### config.mk
export PLATFORM = sky130hd
export DESIGN_NAME = emac_interrupt_mask_status
export DESIGN_NICKNAME = d
export VERILOG_FILES = /design/src/pkg/emac_irq_pkg.sv /design/src/hdl/emac_interrupt_mask_status.sv
export SDC_FILE = /design/constraint.sdc
export NUM_CORES = 1
export LEC_CHECK = 0
export BUFFER_PORTS_ARGS = -buffer_cell sky130_fd_sc_hd__buf_2
export CORE_ASPECT_RATIO = 2
export CORE_UTILIZATION = 55
export CTS_BUF_LIST = sky130_fd_sc_hd__clkbuf_4
export CTS_CLUSTER_DIAMETER = 80
export DETAILED_ROUTE_END_ITERATION = 7
export GPL_TIMING_DRIVEN = 0
export PLACE_DENSITY = 0.88
export SYNTH_ARGS = -nofsm -noshare
export SYNTH_HDL_FRONTEND = slang
export SYNTH_SLANG_ARGS = --single-unit
### constraint.sdc
create_clock -name mclk -period 4.35 [get_ports mclk]
set_input_delay 0.435 -clock mclk [delete_from_list [all_inputs] [get_ports mclk]]
set_output_delay 0.435 -clock mclk [all_outputs]
set_load 0.03 [all_outputs]
### src/pkg/emac_irq_pkg.sv
`default_nettype none
package emac_irq_pkg;
  // ----------------------------------------------------------------
  // register map (word offsets in bytes)
  // ----------------------------------------------------------------
  localparam logic [7:0] RX_STAT_RAW_OFS    = 8'h00;
  localparam logic [7:0] RX_STAT_MASKED_OFS = 8'h04;
  localparam logic [7:0] RX_MASK_SET_OFS    = 8'h08;
  localparam logic [7:0] RX_MASK_CLEAR_OFS  = 8'h0C;
  localparam logic [7:0] MAC_STAT_RAW_OFS   = 8'h10;
  localparam logic [7:0] MAC_STAT_MSK_OFS   = 8'h14;
  localparam logic [7:0] MAC_MASK_SET_OFS   = 8'h18;
  localparam logic [7:0] MAC_MASK_CLEAR_OFS = 8'h1C;

  // ----------------------------------------------------------------
  // field layout
  // ----------------------------------------------------------------
  localparam int RX_CHANNELS     = 8;
  localparam int RX_FRAME_LSB    = 0;
  localparam int RX_THRESH_LSB   = 8;
  localparam int RX_PULSE_LSB    = 16;
  localparam int RX_MASK_WIDTH   = 24;
  localparam int RX_STAT_WIDTH   = 16;
  localparam int MAC_STATS_BIT   = 0;
  localparam int MAC_HOST_BIT    = 1;
  localparam int MAC_WIDTH       = 2;

  // ----------------------------------------------------------------
  // reset values
  // ----------------------------------------------------------------
  localparam logic [23:0] RX_MASK_RST  = 24'h00_0000;
  localparam logic [15:0] RX_STAT_RST  = 16'h0000;
  localparam logic [1:0]  MAC_MASK_RST = 2'h0;
  localparam logic [1:0]  MAC_STAT_RST = 2'h0;
  localparam logic [31:0] RD_ZERO      = 32'h0000_0000;
endpackage : emac_irq_pkg
`default_nettype wire

### src/hdl/emac_interrupt_mask_status.sv
// Operation
// - write-one at 23:16 clears channel pulse enable
// - write-one at 15:8 clears threshold enable
// - write-one at 7:0 clears frame enable
// - clear register reads mask; zero writes ignored
// - bits 31:24 of clear register read zero
// - mac raw bit 1 shows host error flag
// - mac raw bit 0 shows stats flag
// - mac masked bit 1 gated by host enable
// - mac masked bit 0 gated by stats enable
// - mac set bit 1 enables host error
// - mac set bit 0 enables stats
// - mac clear bit 1 disables host error
// - mac clear bit 0 disables stats
// - mac bits 31:2 zero; all reset zero
// - rx set register enables by written ones
// - rx status holds frame and threshold flags
`timescale 1ns/1ps
`default_nettype none
module emac_interrupt_mask_status #(
  parameter int ADDR_W   = 8,
  parameter int CHANNELS = 8
) (
  input  wire logic                mclk,
  input  wire logic                rst_n,
  input  wire logic [ADDR_W-1:0]   regAddr,
  input  wire logic [31:0]         regWrData,
  input  wire logic                regWr,
  input  wire logic                regRd,
  output logic      [31:0]         regRdData,
  input  wire logic [CHANNELS-1:0] rxFrameEvt,
  input  wire logic [CHANNELS-1:0] rxThreshEvt,
  input  wire logic [CHANNELS-1:0] rxPulseEvt,
  input  wire logic                hostErrEvt,
  input  wire logic                statsEvt,
  output logic      [CHANNELS-1:0] rxPulseIrq,
  output logic                     rxIrq,
  output logic                     macIrq
);
  // ----------------------------------------------------------------
  // elaboration checks
  // ----------------------------------------------------------------
  // field positions are fixed by the register layout
  if (CHANNELS != emac_irq_pkg::RX_CHANNELS)
  begin : g_chan_chk
    $error("CHANNELS must be 8");
  end
  if (ADDR_W < 5 || ADDR_W > 8)
  begin : g_addr_chk
    $error("ADDR_W must be 5 to 8");
  end

  // ----------------------------------------------------------------
  // reset release
  // ----------------------------------------------------------------
  logic [1:0] rstSync_q;
  logic       rstN;

  always_ff @(posedge mclk or negedge rst_n)
  begin
    if (!rst_n)
      rstSync_q <= 2'b00;
    else
      rstSync_q <= {rstSync_q[0], 1'b1};
  end
  assign rstN = rstSync_q[1];

  // ----------------------------------------------------------------
  // state
  // ----------------------------------------------------------------
  typedef struct packed {
    logic [23:0]         rxMask;
    logic [15:0]         rxStat;
    logic [1:0]          macMask;
    logic [1:0]          macStat;
    logic [31:0]         rdData;
    logic [CHANNELS-1:0] pulse;
  } state_t;

  state_t st_q;
  state_t st_d;

  function automatic logic hit(input logic [ADDR_W-1:0] a,
                               input logic [7:0] ofs);
    hit = (8'(a) == ofs);
  endfunction : hit

  // byte address widened to eight bits for decode
  logic [7:0] addr8;
  assign addr8 = 8'(regAddr);

  logic [15:0] rxMasked;
  logic [1:0]  macMasked;
  logic [15:0] rxSetEvt;
  logic [1:0]  macSetEvt;

  // masked view is raw AND each flag's own enable bit
  assign rxMasked  = st_q.rxStat & st_q.rxMask[15:0];
  assign macMasked = st_q.macStat & st_q.macMask;
  assign rxSetEvt  = {rxThreshEvt, rxFrameEvt};
  assign macSetEvt = {hostErrEvt, statsEvt};

  // ----------------------------------------------------------------
  // next state
  // ----------------------------------------------------------------
  always_comb
  begin
    st_d        = st_q;
    st_d.rdData = emac_irq_pkg::RD_ZERO;
    // read-to-clear status; an event in the same cycle wins
    if (regRd && hit(regAddr, emac_irq_pkg::RX_STAT_RAW_OFS))
      st_d.rxStat = emac_irq_pkg::RX_STAT_RST;
    if (regRd && hit(regAddr, emac_irq_pkg::MAC_STAT_RAW_OFS))
      st_d.macStat = emac_irq_pkg::MAC_STAT_RST;
    st_d.rxStat  = st_d.rxStat | rxSetEvt;
    st_d.macStat = st_d.macStat | macSetEvt;
    if (regWr)
    begin
      case (addr8)
        emac_irq_pkg::RX_MASK_SET_OFS:
          st_d.rxMask = st_q.rxMask | regWrData[23:0];
        emac_irq_pkg::RX_MASK_CLEAR_OFS:
          // bits 31:24 of the write are dropped here
          st_d.rxMask = st_q.rxMask & ~regWrData[23:0];
        emac_irq_pkg::MAC_MASK_SET_OFS:
          st_d.macMask = st_q.macMask | regWrData[1:0];
        emac_irq_pkg::MAC_MASK_CLEAR_OFS:
          st_d.macMask = st_q.macMask & ~regWrData[1:0];
        default:
          st_d.macMask = st_q.macMask;
      endcase
    end
    if (regRd)
    begin
      case (addr8)
        emac_irq_pkg::RX_STAT_RAW_OFS:
          st_d.rdData = {16'h0000, st_q.rxStat};
        emac_irq_pkg::RX_STAT_MASKED_OFS:
          st_d.rdData = {16'h0000, rxMasked};
        emac_irq_pkg::RX_MASK_SET_OFS,
        emac_irq_pkg::RX_MASK_CLEAR_OFS:
          st_d.rdData = {8'h00, st_q.rxMask};
        emac_irq_pkg::MAC_STAT_RAW_OFS:
          st_d.rdData = {30'h0000_0000, st_q.macStat};
        emac_irq_pkg::MAC_STAT_MSK_OFS:
          st_d.rdData = {30'h0000_0000, macMasked};
        emac_irq_pkg::MAC_MASK_SET_OFS,
        emac_irq_pkg::MAC_MASK_CLEAR_OFS:
          st_d.rdData = {30'h0000_0000, st_q.macMask};
        default:
          st_d.rdData = emac_irq_pkg::RD_ZERO;
      endcase
    end
    // pulse interrupts are each event gated by its enable, registered one cycle later
    st_d.pulse = rxPulseEvt & st_q.rxMask[23:16];
  end

  // ----------------------------------------------------------------
  // registers
  // ----------------------------------------------------------------
  always_ff @(posedge mclk or negedge rstN)
  begin
    if (!rstN)
    begin
      st_q.rxMask  <= emac_irq_pkg::RX_MASK_RST;
      st_q.rxStat  <= emac_irq_pkg::RX_STAT_RST;
      st_q.macMask <= emac_irq_pkg::MAC_MASK_RST;
      st_q.macStat <= emac_irq_pkg::MAC_STAT_RST;
      st_q.rdData  <= emac_irq_pkg::RD_ZERO;
      st_q.pulse   <= '0;
    end
    else
      st_q <= st_d;
  end

  // ----------------------------------------------------------------
  // outputs
  // ----------------------------------------------------------------
  assign regRdData  = st_q.rdData;
  assign rxPulseIrq = st_q.pulse;
  assign rxIrq      = |rxMasked;
  assign macIrq     = |macMasked;
endmodule : emac_interrupt_mask_status
`default_nettype wire

=== After elaboration in Yosys (flattened, before gate mapping) ===
Cells that the tools add are included.

* Flip-flop bits (word level): 86
* Input bits: 70
* Word-level logic and storage cells: 42

* Eq/ne operators: 7
* Muxes and demuxes: 6
* Bitwise logic cells: 11
* Reductions and logical operators: 11

{| class="wikitable"
|+ Operators with widths
! kind !! number
|-
| $pmux 24 s6 || 1
|-
| $pmux 24 s2 || 1
|-
| $eq 8x5->1 const B || 4
|-
| $and 24x24->24 || 1
|-
| $mux 24 || 1
|-
| $not 24->24 || 1
|-
| $or 24x24->24 || 1
|-
| $and 16x16->16 || 1
|-
| $eq 8x4->1 const B || 2
|-
| $mux 16 || 1
|-
| $or 16x16->16 || 1
|-
| $reduce_or 16->1 || 1
|-
| $and 8x8->8 || 1
|-
| $eq 8x3->1 const B || 1
|-
| $logic_not 8->1 || 1
|-
| $reduce_or 2->1 || 3
|-
| $and 2x2->2 || 2
|-
| $or 2x2->2 || 2
|-
| $pmux 2 s2 || 1
|-
| $reduce_and 2->1 || 2
|-
| $reduce_bool 2->1 || 2
|-
| $logic_and 1x1->1 || 2
|-
| $mux 2 || 1
|-
| $not 2->2 || 1
|}

=== Depth between registers and ports, before layout ===
Gate-level depths: netlist of the first run.

* Depth in word-level cells: 4
* Depth in mapped cells: 6

=== Least setup slack after synthesis of the first run ===
Ideal clock, no wire load.

* Path kind: input -> register
* From: input port regAddr[4]
* To: register with a tool-made name
* Library setup time: 136 ps
* Arrival time: 1658 ps
* Setup slack: 2556 ps
* Stages: 6
* Buffers on the path: 3
* Path through: buf_6 > or4_4 > buf_6 > buf_6 > o31ai_2 > o41ai_1

{| class="wikitable"
|+ RTL lines
! item !! line !! source
|-
| from (decl) || emac_interrupt_mask_status.sv:26 || <nowiki>input wire logic [ADDR_W-1:0] regAddr,</nowiki>
|}

=== Final worst setup path of the first run ===
* From: register st_q[51] (netlist name)
* To: output port rxIrq

* Longest elaborated chain between the ends: 2

{| class="wikitable"
|+ RTL lines
! item !! line !! source
|-
| from (decl) || emac_interrupt_mask_status.sv:80 || <nowiki>state_t st_q;</nowiki>
|-
| from (signal assigned) || emac_interrupt_mask_status.sv:173 || <nowiki>st_q <= st_d;</nowiki>
|-
| $and 16x16->16 || emac_interrupt_mask_status.sv:98 || <nowiki>assign rxMasked = st_q.rxStat & st_q.rxMask[15:0];</nowiki>
|-
| $reduce_or 16->1 || emac_interrupt_mask_status.sv:181 || <nowiki>assign rxIrq = |rxMasked;</nowiki>
|-
| to (decl) || emac_interrupt_mask_status.sv:37 || <nowiki>output logic rxIrq,</nowiki>
|}

Every way passes these cells.

==> results.tsv, run 1 <==
metric	value	unit
status	finished clean	
fin_crit_sh	51.9	%
synthFlopType	dfrtp_1	
antenna_found_initial	0	
drt_iter0_drc	132	
timing.rr.start	rstSync_q[1]$_DFF_PN0_	
critPathRequiredTime	3.91	ns
power_density	311	nW/um2
wirelength	7910	um
drc	0	
crit_type	flop to primary output	
dpl_cell_area	4150	um2
p_sw	357	uW
fin_nets	494	
final_cell_area	4300	um2
use_met2	41.9	%
critPathMaxFanout	3	
syn_inst	313	
cts_buffers	9	
pwr-share-clk	31.8	%
startpoint	st_q[51]$_DFF_PN0_	
vias	2840	
synth_cell_types	30	
die_y	116	um
power_frac_seq	57.1	%
dp.cells	498	
syn_to_final_growth	21.1	%
hold_viol_final	0	
clockBufferDepth	2	
clock.fmax	0.443	GHz
gr-usage-met1	26.7	%
cp-end-kind	primary output	
yosys_warnings	0	
grt_max_degree	77	
clk_transition_reported_paths	0.11	ns
synth_edf_count	0	
tightest_slew	0.934	ns
top_usage_layer	met2	
synth_area_leaders	dfrtp_1 (55%), buf_4 (8.5%), o41ai_1 (6.4%)	
grt_use_met3	5.80	%
finalSetupViolCount	0	
min_to	st_q[59]$_DFF_PN0_	
reg2reg_depth	0	
synth_sequential_area_ratio	55.0	%
ant_nets	0	
final-instance-count-excl-fill	516	
cp-start-kind	flop	
clock-sinks	78	
synth-seq-cells	78	
fin_worst_skew	0.0167	ns
first_pass_iters	4	
initial_core_util	56.7	%
first_global_vias	2803	
multiInputGateArea	1120	um2
seqCellArea	1960	um2
io_pins	112	
cts-resized-gates	0	
place_congestion	0.856	
r2r_slack	3.25	ns
hold_depth	2	
async_flop_share	100	%
yosys.area.top_type	dfrtp_1	
worstSkewPairLatency	0.44	ns
ctsHoldBuffers	1	
die_w	58.8	um
arrival	1.82	ns
slew_violations	0	
synth.top_cell.area_share	55.0	%
overflow	0	
rows	41	
min_from	rxThreshEvt[7]	
finalHoldWorstSlack	0.166	ns
clock-root-buffer	clkbuf_4	
synth_area	3550	um2
avgViaCountPerCell	5.50	
worst_r2r_endpoint	regRdData[3]$_DFF_PN0_	
post_drt_wl_per_cell	15.3	um
drive_gt1_share	39.6	%
cap_violations	0	
synth.avg_cell_area	11.3	um2
final.setup.tns	0	ns
share_comb_of_total_power	11.1	%
core	6260	um2
dp_hpwl	5900	um
fillers	509	
h-tree-depth	3	
power_switching_share	26.7	%
cts_tree	done	
period_minus_slack	2.26	ns
slew_headroom	37.8	%
leakagePower	0.00217	uW
vdd.ir_drop.worst	0.000364	V
hold_class	input pin to flop	
track_usage	25.4	%
cts_setup_buffers	0	
internal_power	982	uW
grt_first_pass_wirelength	12600	um
dieArea	6800	um2
port_buffers	92	
rsz0062_at_grt	no	
-- cell usage after synthesis, drive strengths merged, types with 2 or more instances --
| master | count |
|---|---|
| buf | 48 |
| inv | 24 |
| and3 | 8 |
| a21o | 18 |
| a22o | 5 |
| dfrtp | 78 |
| o41ai | 26 |
| conb | 2 |
| o22ai | 15 |
| mux2 | 4 |
| clkbuf | 13 |
| o31ai | 26 |
| a221oi | 4 |
| nand2 | 4 |
| nor2 | 18 |
| nor3 | 2 |
| and2 | 9 |
| nand4 | 2 |
-- worst max-delay path by stage --
stage                         end  slack [ns]
4_1_cts                     rxIrq        2.11
3_3_place_gp   st_q[49]$_DFF_PN0_        1.35
2_1_floorplan           async pin        2.02
3_5_place_dp   st_q[54]$_DFF_PN0_        2.07
5_1_grt                     rxIrq        2.06
6_report                    rxIrq        2.09
-- through the flow --
stage | utilization, % | setup slack [ns] | total power, uW
after global routing | 68.7 | 2.06 | 1400
after CTS | 68.7 | 2.11 | 1340
after detailed placement | 66.3 | 2.07 | 924
after global placement | 66.2 | 1.35 | 919
final | 68.7 | 2.09 | 1340
after floorplan | - | 2.02 | 866
-- metal layers --
| layer | share of wire [%] | routed length, um |
|---|---|---|
| met4 | 6.1 | 486 |
| met1 | 35 | 2770 |
| met2 | 53 | 4160 |
| met3 | 6.3 | 495 |
| met5 | 0 | 0 |
-- cells by family after synthesis --
| logic type | count (synthesis) | synth area share, % |
|---|---|---|
| AND/OR/NAND/NOR | 49 | 7.29 |
| multiplexers | 4 | 1.27 |
| other | 2 | 0.211 |
| AO/OA/AOI/OAI | 95 | 22.1 |
| flip-flops | 78 | 55.0 |
| buffers and inverters | 85 | 14.1 |
-- final cells by class --
cell class	instances	share of cell area, %
multi-input combinational	157	26.1
clock buffer	10	1.75
timing repair buffer	93	10.9
antenna	1	0.0582
inverter	24	2.10
clock inverter	6	1.46
buffer	61	9.58
tap	86	2.50
sequential	78	45.5
-- critical path: stages, from the launching register on --
cell and delay (ns):
dfrtp_1 0.43, a22o_1 0.24, a221oi_1 0.34, nand4_1 0.17, buf_2 0.21
-- layout by cell type (no fill, tap or decap), types with 8 or more instances in the layout --
cell type / synthesis / layout
o31ai_1: 16 / 16
buf_4: 40 / 40
buf_2: 2 / 94
conb_1: 2 / 9
o41ai_1: 26 / 26
and2_1: 8 / 8
inv_1: 24 / 24
clkbuf_1: 13 / 13
and3_1: 8 / 8
o31ai_2: 10 / 10
a21o_1: 18 / 18
clkbuf_4: 0 / 10
nor2_1: 18 / 18
dfrtp_1: 78 / 77
o22ai_1: 15 / 15
-- power by group through the flow --
stage / clock, uW / sequential [uW] / combinational, uW
2_1_floorplan: 0 / 771 / 95.0
3_3_place_gp: 0 / 777 / 142
3_5_place_dp: 0 / 779 / 146
4_1_cts: 433 / 765 / 147
5_1_grt: 469 / 769 / 160
6_report: 426 / 765 / 148
(Power assumes the default switching activity.)
==> inputs of run 2 (changes only) <==
- ABC_AREA: not set -> 1
- CORE_UTILIZATION: 55 -> 49
- PLACE_DENSITY: 0.88 -> 0.82
- clock period: 4.35 -> 1.95 ns (I/O delays scaled with it)
==> run 2 against run 1 <==
Effect of this change: clock skew fell by 0.0084 ns; global-route usage fell by 3.1 points; sequential cell count did not move; non-clock buffer count rose by 17; critical endpoint unchanged; largest cell class unchanged; largest power group unchanged; highest routed layer unchanged.
==> results.tsv, run 2 <==
metric	value	unit	change
wirelength	8480	um	+7.2%
synthSimpleGateAreaFrac	18.2	%	+11 points
fin_worst_skew	0.00829	ns	-0.00842 ns
fin_crit_sh	92.7	%	
syn_inst	471		+50%
synth_sequential_area_ratio	50.3	%	-4.7 points
critPathRequiredTime	1.75	ns	-2.16 ns
h-tree-depth	3		unchanged
r2r_slack	0.95	ns	-2.30 ns
vdd.ir_drop.worst	0.000441	V	+21%
synth_cell_types	27		-10%
io_pins	112		unchanged
synth_xor_area_share	0	%	unchanged
first_pass_iters	4		unchanged
fillers	667		+31%
dp_hpwl	6460	um	+9.5%
crit_end	rxIrq		
hold_class	input pin to flop		
die_w	64.9	um	+10%
clock-sinks	78		unchanged
drt_iter0_drc	132		unchanged
timing.rr.start	st_q[44]$_DFF_PN0_		
status	finished clean		
yosys_warnings	0		unchanged
synth_common_cells	nand2_1 (109), inv_1 (97), dfrtp_1 (78)		
leakagePower	0.00293	uW	+35%
arrival	1.61	ns	-0.21 ns
diodes	0		-1
path_cells	nand2_1, nand2_1, nor4_1, nand2_1, buf_2		
dieArea	8300	um2	+22%
cpPeakStageDelay	0.42	ns	about the same
synth-seq-cells	78		unchanged
power_density	577	nW/um2	+85%
finalSetupViolCount	0		unchanged
final.setup.tns	0	ns	unchanged
drc	0		unchanged
cts-resized-gates	0		unchanged
yosysMostFrequentCell	nand2_1		
first_global_vias	3201		+14%
post_drt_wl_per_cell	11.9	um	-22%
vias	3301		+16%
place_congestion	0.831		-3.0%
rows	45		+9.8%
syn_to_final_growth	26.4	%	
avgViaCountPerCell	4.64		-16%
clockBufferDepth	2		unchanged
worstSkewPairLatency	0.42	ns	-0.02 ns
cp-start-kind	flop		
grt_max_degree	62		-19%
synth.top_cell.area_share	50.3	%	-4.7 points
clock-root-buffer	clkbuf_4		
cts_buffers	9		unchanged
synth_edf_count	0		unchanged
place_ws	0.354	ns	-1.71 ns
cap_violations	0		unchanged
hold_viol_final	0		unchanged
rsz0062_at_grt	no		
critPathMaxFanout	3		unchanged
initial_core_util	51.1	%	-5.7 points
synth_area	3880	um2	+9.3%
synth_area_leaders	dfrtp_1 (50%), nand2_1 (11%), inv_1 (9.4%)		
crit_top_cell	nand2_1		
min_from	regWrData[19]		
cts_tree	done		
die_y	128	um	+11%
clk_transition_reported_paths	0.12	ns	about the same
yosys.area.top_type	dfrtp_1		
synthAdderAreaFrac	0	%	unchanged
antenna_found_initial	0		unchanged
fin_nets	682		+38%
startpoint	st_q[53]$_DFF_PN0_		
crit_type	flop to primary output		
period_minus_slack	1.81	ns	
setup_slack	0.143	ns	-1.95 ns
final-instance-count-excl-fill	711		+38%
slowest_stage	dfrtp_1		
synthMuxAreaShare	0	%	-1.3 points
cp-end-kind	primary output		
synthFlopType	dfrtp_1		
core	7600	um2	+21%
worst_r2r_endpoint	regRdData[0]$_DFF_PN0_		
synth_top_family_by_area	buffers and inverters		
layout_commonest_cell	nand2_1		
grt_first_pass_wirelength	13700	um	+9.0%
clock.fmax	0.553	GHz	
async_flop_share	100	%	unchanged
synth.avg_cell_area	8.24	um2	-27%
ant_nets	0		unchanged
synth_compound_area_share	11.8	%	-10 points
drive_gt1_share	29.2	%	-10 points
cts_setup_buffers	0		unchanged
slew_violations	0		unchanged
fin_util	64.5	%	-4.1 points
finalPower	2830	uW	+110%
port_buffers	95		+3.3%
track_usage	22.2	%	-3.1 points
overflow	0		unchanged
hold_depth	4		+2
reg2reg_depth	6		+6
final_cell_mix	nand2_1 (109), inv_1 (97), buf_2 (95)		
dp.cells	668		+34%
[run 2: changes by cell type after synthesis, moves of 16 or more]
cell,before,now
inv_1,24,97
o21ai_0,0,22
a21o_1,18,0
nand2_1,4,109
o41ai_1,26,0
o21bai_1,0,18
o31ai_1,16,0
o21ai_1,0,21
[run 2: metal layers]
metal	routed length, um	GRT usage (%)	vias up	part of all wire (%)
met5	0	0	-	0
met4	316	13.1	0	3.7
met3	384	4.72	25	4.5
met2	4780	41.5	112	56
met1	3000	21.5	1507	35
li1	-	-	1657	-
[run 2: timing repair]
action                     4_1_cts  5_1_grt
setup endpoints to repair        0        0
hold buffers                    27        0
hold endpoints to repair        28        0
[run 2: logic make-up (layout without fill, tap and decap cells)]
logic type             count (synthesis)  in the layout
and+or+nand+nor                      165            165
other                                  2              9
AOI/OAI and AO/OA                     78             78
buffers and inverters                148            287
DFF                                   78             78
[run 2: stage by stage]
| stage | hold WS (ns) | instance area, um2 |
|---|---|---|
| 2_1_floorplan | -0.101 | 3910 |
| 3_3_place_gp | -0.0193 | 4500 |
| 3_5_place_dp | -0.0170 | 4530 |
| 4_1_cts | 0.0238 | 4910 |
| 5_1_grt | 0.0301 | 4910 |
| 6_report | 0.0504 | 4910 |
[run 2: worst min path at each step]
stage,endpoint
4_1_cts,flop
3_3_place_gp,rstSync_q[0]$_DFF_PN0_
5_1_grt,flop
3_5_place_dp,rstSync_q[1]$_DFF_PN0_
6_report,flop
2_1_floorplan,rstSync_q[0]$_DFF_PN0_
[run 2: final cells by class]
cell class	count	area, um2	area share (%)
well taps	94	118	2.40
flip-flops and latches	78	1960	39.9
plain buffers	48	383	7.80
multi-input cells	252	1200	24.4
inverters	100	375	7.65
repair buffers	123	773	15.8
clock buffers	10	75.1	1.53
clock inverters	6	28.8	0.587
[run 2: power by group]
part | internal (uW) | switching (uW) | total (uW) | leakage (uW)
Combinational | 160 | 192 | 352 | 0.00201
Sequential | 1660 | 28.3 | 1690 | 0.000862
Clock | 260 | 530 | 790 | 0.0000587
[run 2: worst max-delay path: cells and delay by family (launching register included)]
family                 cells  cell delay, ns
and+or+nand+nor            4            0.58
buffers and inverters      1            0.19
DFF                        1            0.42
==> inputs of run 3 (changes only) <==
- ABC_AREA: 1 -> not set
- CORE_ASPECT_RATIO: 2 -> 1.1
- CORE_UTILIZATION: 49 -> 48
==> run 3 against run 2 <==
Effect of this change: sequential power barely moved; clock power rose by 17%; via count fell by 11%; the run now ends with DRC left; combinational power rose by 13%; cell area fell by 6.7%; worst setup slack got worse by 0.079 ns; critical path depth fell by 1; power rose by 6.5%; wire length rose by 0.72%; sequential share of layout area rose by 2.9 points; final cell count fell by 24%.
==> results.tsv, run 3 (synthesis results as in run 1) <==
metric	value	unit	change
status	complete, but fails checks		
violations	DRC		
arrival	1.69	ns	+0.08 ns
port_buffers	92		-3.2%
fin_worst_skew	0.0108	ns	+0.00246 ns
cp-start-kind	flop		
first_global_vias	2933		-8.4%
leakagePower	0.00230	uW	-22%
cts_tree	done		
dp_hpwl	5890	um	-8.9%
critPathRequiredTime	1.75	ns	about the same
dieArea	7750	um2	-6.7%
cp-end-kind	primary output		
grt_max_degree	44		-29%
tightest_slew	0.711	ns	
vias	2945		-11%
post_drt_wl_per_cell	15.8	um	+33%
hold_class	input pin to flop		
clock.fmax	0.530	GHz	-4.2%
rsz0062_at_grt	no		
dp.cells	498		-25%
slowest_stage	dfrtp_1		
path_cells	a22o_1, a221oi_2, nand4_1, buf_2		
layout_commonest_cell	buf_2		
clockBufferDepth	2		unchanged
avgViaCountPerCell	5.45		+17%
place_ws	-0.235	ns	-0.589 ns
critPathMaxFanout	3		unchanged
final-instance-count-excl-fill	540		-24%
final.setup.tns	0	ns	unchanged
diodes	0		unchanged
first_pass_iters	7		+3
critPathTopFamily	compound AO/OA/AOI/OAI gates		
drc	8		+8
worstSkewPairLatency	0.42	ns	about the same
drive_gt1_share	37.6	%	+8.4 points
cap_violations	0		unchanged
cts_setup_buffers	0		unchanged
ant_nets	0		unchanged
h-tree-depth	3		unchanged
setup_slack	0.0638	ns	-0.0792 ns
die_y	92.2	um	-28%
io_pins	112		unchanged
hold_viol_final	0		unchanged
antenna_found_initial	0		unchanged
initial_core_util	50.1	%	-0.96 points
finalSetupViolCount	0		unchanged
slew_violations	0		unchanged
grt_first_pass_wirelength	13700	um	+0.50%
drt_iter0_drc	212		+61%
die_w	84.0	um	+29%
period_minus_slack	1.89	ns	+0.0792 ns
power_frac_seq	56.1	%	-3.5 points
overflow	0		unchanged
rows	32		-29%
clock-root-buffer	clkbuf_4		
final_cell_mix	buf_2 (94), dfrtp_1 (77), buf_4 (40)		
fin_nets	521		-24%
clock-sinks	78		unchanged
wirelength	8540	um	+0.72%
power_density	658	nW/um2	+14%
place_congestion	0.855		+2.9%
vdd.ir_drop.worst	0.000332	V	-25%
p_sw	791	uW	+5.4%
slew_headroom	52.5	%	
crit_type	flop to primary output		
internal_power	2220	uW	+6.9%
cpPeakStageDelay	0.44	ns	+0.02 ns
power_switching_share	26.3	%	-0.27 points
fin_crit_sh	96.7	%	+4.1 points
cp_num_buf_inv	1		unchanged
track_usage	23.3	%	+1.0 points
share_comb_of_total_power	13.3	%	+0.9 points
pwr-share-clk	30.6	%	+2.7 points
syn_to_final_growth	28.9	%	
core	7090	um2	-6.8%
cts_buffers	9		unchanged
clk_transition_reported_paths	0.12	ns	about the same
run 3: cell count changes in the layout (fill, tap and decap cells not counted), moves of 13 or more:
cell	change
o21ai_0	-22
o41ai_1	+26
a21o_1	+18
o31ai_1	+16
nand2_1	-105
o21ai_1	-21
inv_1	-73
o21bai_1	-18
o22ai_1	+13
clkbuf_1	+13
run 3: what timing repair did:
| action | in CTS | in global routing |
|---|---|---|
| gates resized for setup | 1 | 1 |
| endpoints found under the hold margin | 28 | 0 |
| setup endpoints to repair | 1 | 1 |
| hold buffers | 27 | 0 |
run 3: path summary, 6_finish.rpt:
kind | from | to | slack, ns | cells after the start
setup / recovery | st_q[53]$_DFF_PN0_ | rxIrq | 0.06 | 4
hold / removal | regWrData[20] | flop | 0.04 | 3
setup reg to reg | st_q[45]$_DFF_PN0_ | regRdData[1]$_DFF_PN0_ | 0.93 | 3
hold reg to reg | rstSync_q[1]$_DFF_PN0_ | regRdData[23]$_DFF_PN0_ | 0.29 | 0
max in group asynchronous | rstSync_q[1]$_DFF_PN0_ | st_q[56]$_DFF_PN0_ | 1.08 | 1
min in group asynchronous | rst_n | rstSync_q[1]$_DFF_PN0_ | 0.07 | 2
run 3: per-layer routing:
metal	vias up	global-route usage (%)	wire length (um)
met5	-	0	0
met4	0	13.6	198
met3	19	4.23	631
met2	154	37.4	4210
met1	1415	29.5	3500
li1	1357	-	-
run 3: layout make-up:
| class | instances | area, um2 |
|---|---|---|
| fillers | 550 | 2510 |
| flip-flops and latches | 78 | 1960 |
| multi-input cells | 157 | 1140 |
| repair buffers | 120 | 751 |
| plain buffers | 61 | 412 |
| well taps | 85 | 106 |
| inverters | 24 | 90.1 |
| clock buffers | 10 | 75.1 |
| clock inverters | 5 | 51.3 |
run 3: through the flow:
step / hold WS, ns / instance area (um2) / util, % / total power (uW)
2_1_floorplan: -0.101 / 3580 / - / 1930
3_3_place_gp: -0.0200 / 4150 / 58.5 / 2050
3_5_place_dp: -0.0167 / 4170 / 58.8 / 2070
4_1_cts: 0.0217 / 4570 / 64.5 / 3020
5_1_grt: 0.0420 / 4580 / 64.6 / 3130
6_report: 0.0396 / 4580 / 64.6 / 3010
run 3: power by group through the flow:
| stage | Combinational, uW | Clock [uW] | Sequential [uW] |
|---|---|---|---|
| 6_report | 399 | 922 | 1690 |
| 5_1_grt | 430 | 998 | 1700 |
| 4_1_cts | 395 | 939 | 1690 |
| 3_5_place_dp | 351 | 0 | 1720 |
| 3_3_place_gp | 320 | 0 | 1730 |
| 2_1_floorplan | 212 | 0 | 1720 |
run 3: worst reg2reg max path, cell delays in order, from the launching register on:
cell	delay [ns]
dfrtp_1	0.43
mux2_2	0.27
o22ai_1	0.17
nor2_1	0.06
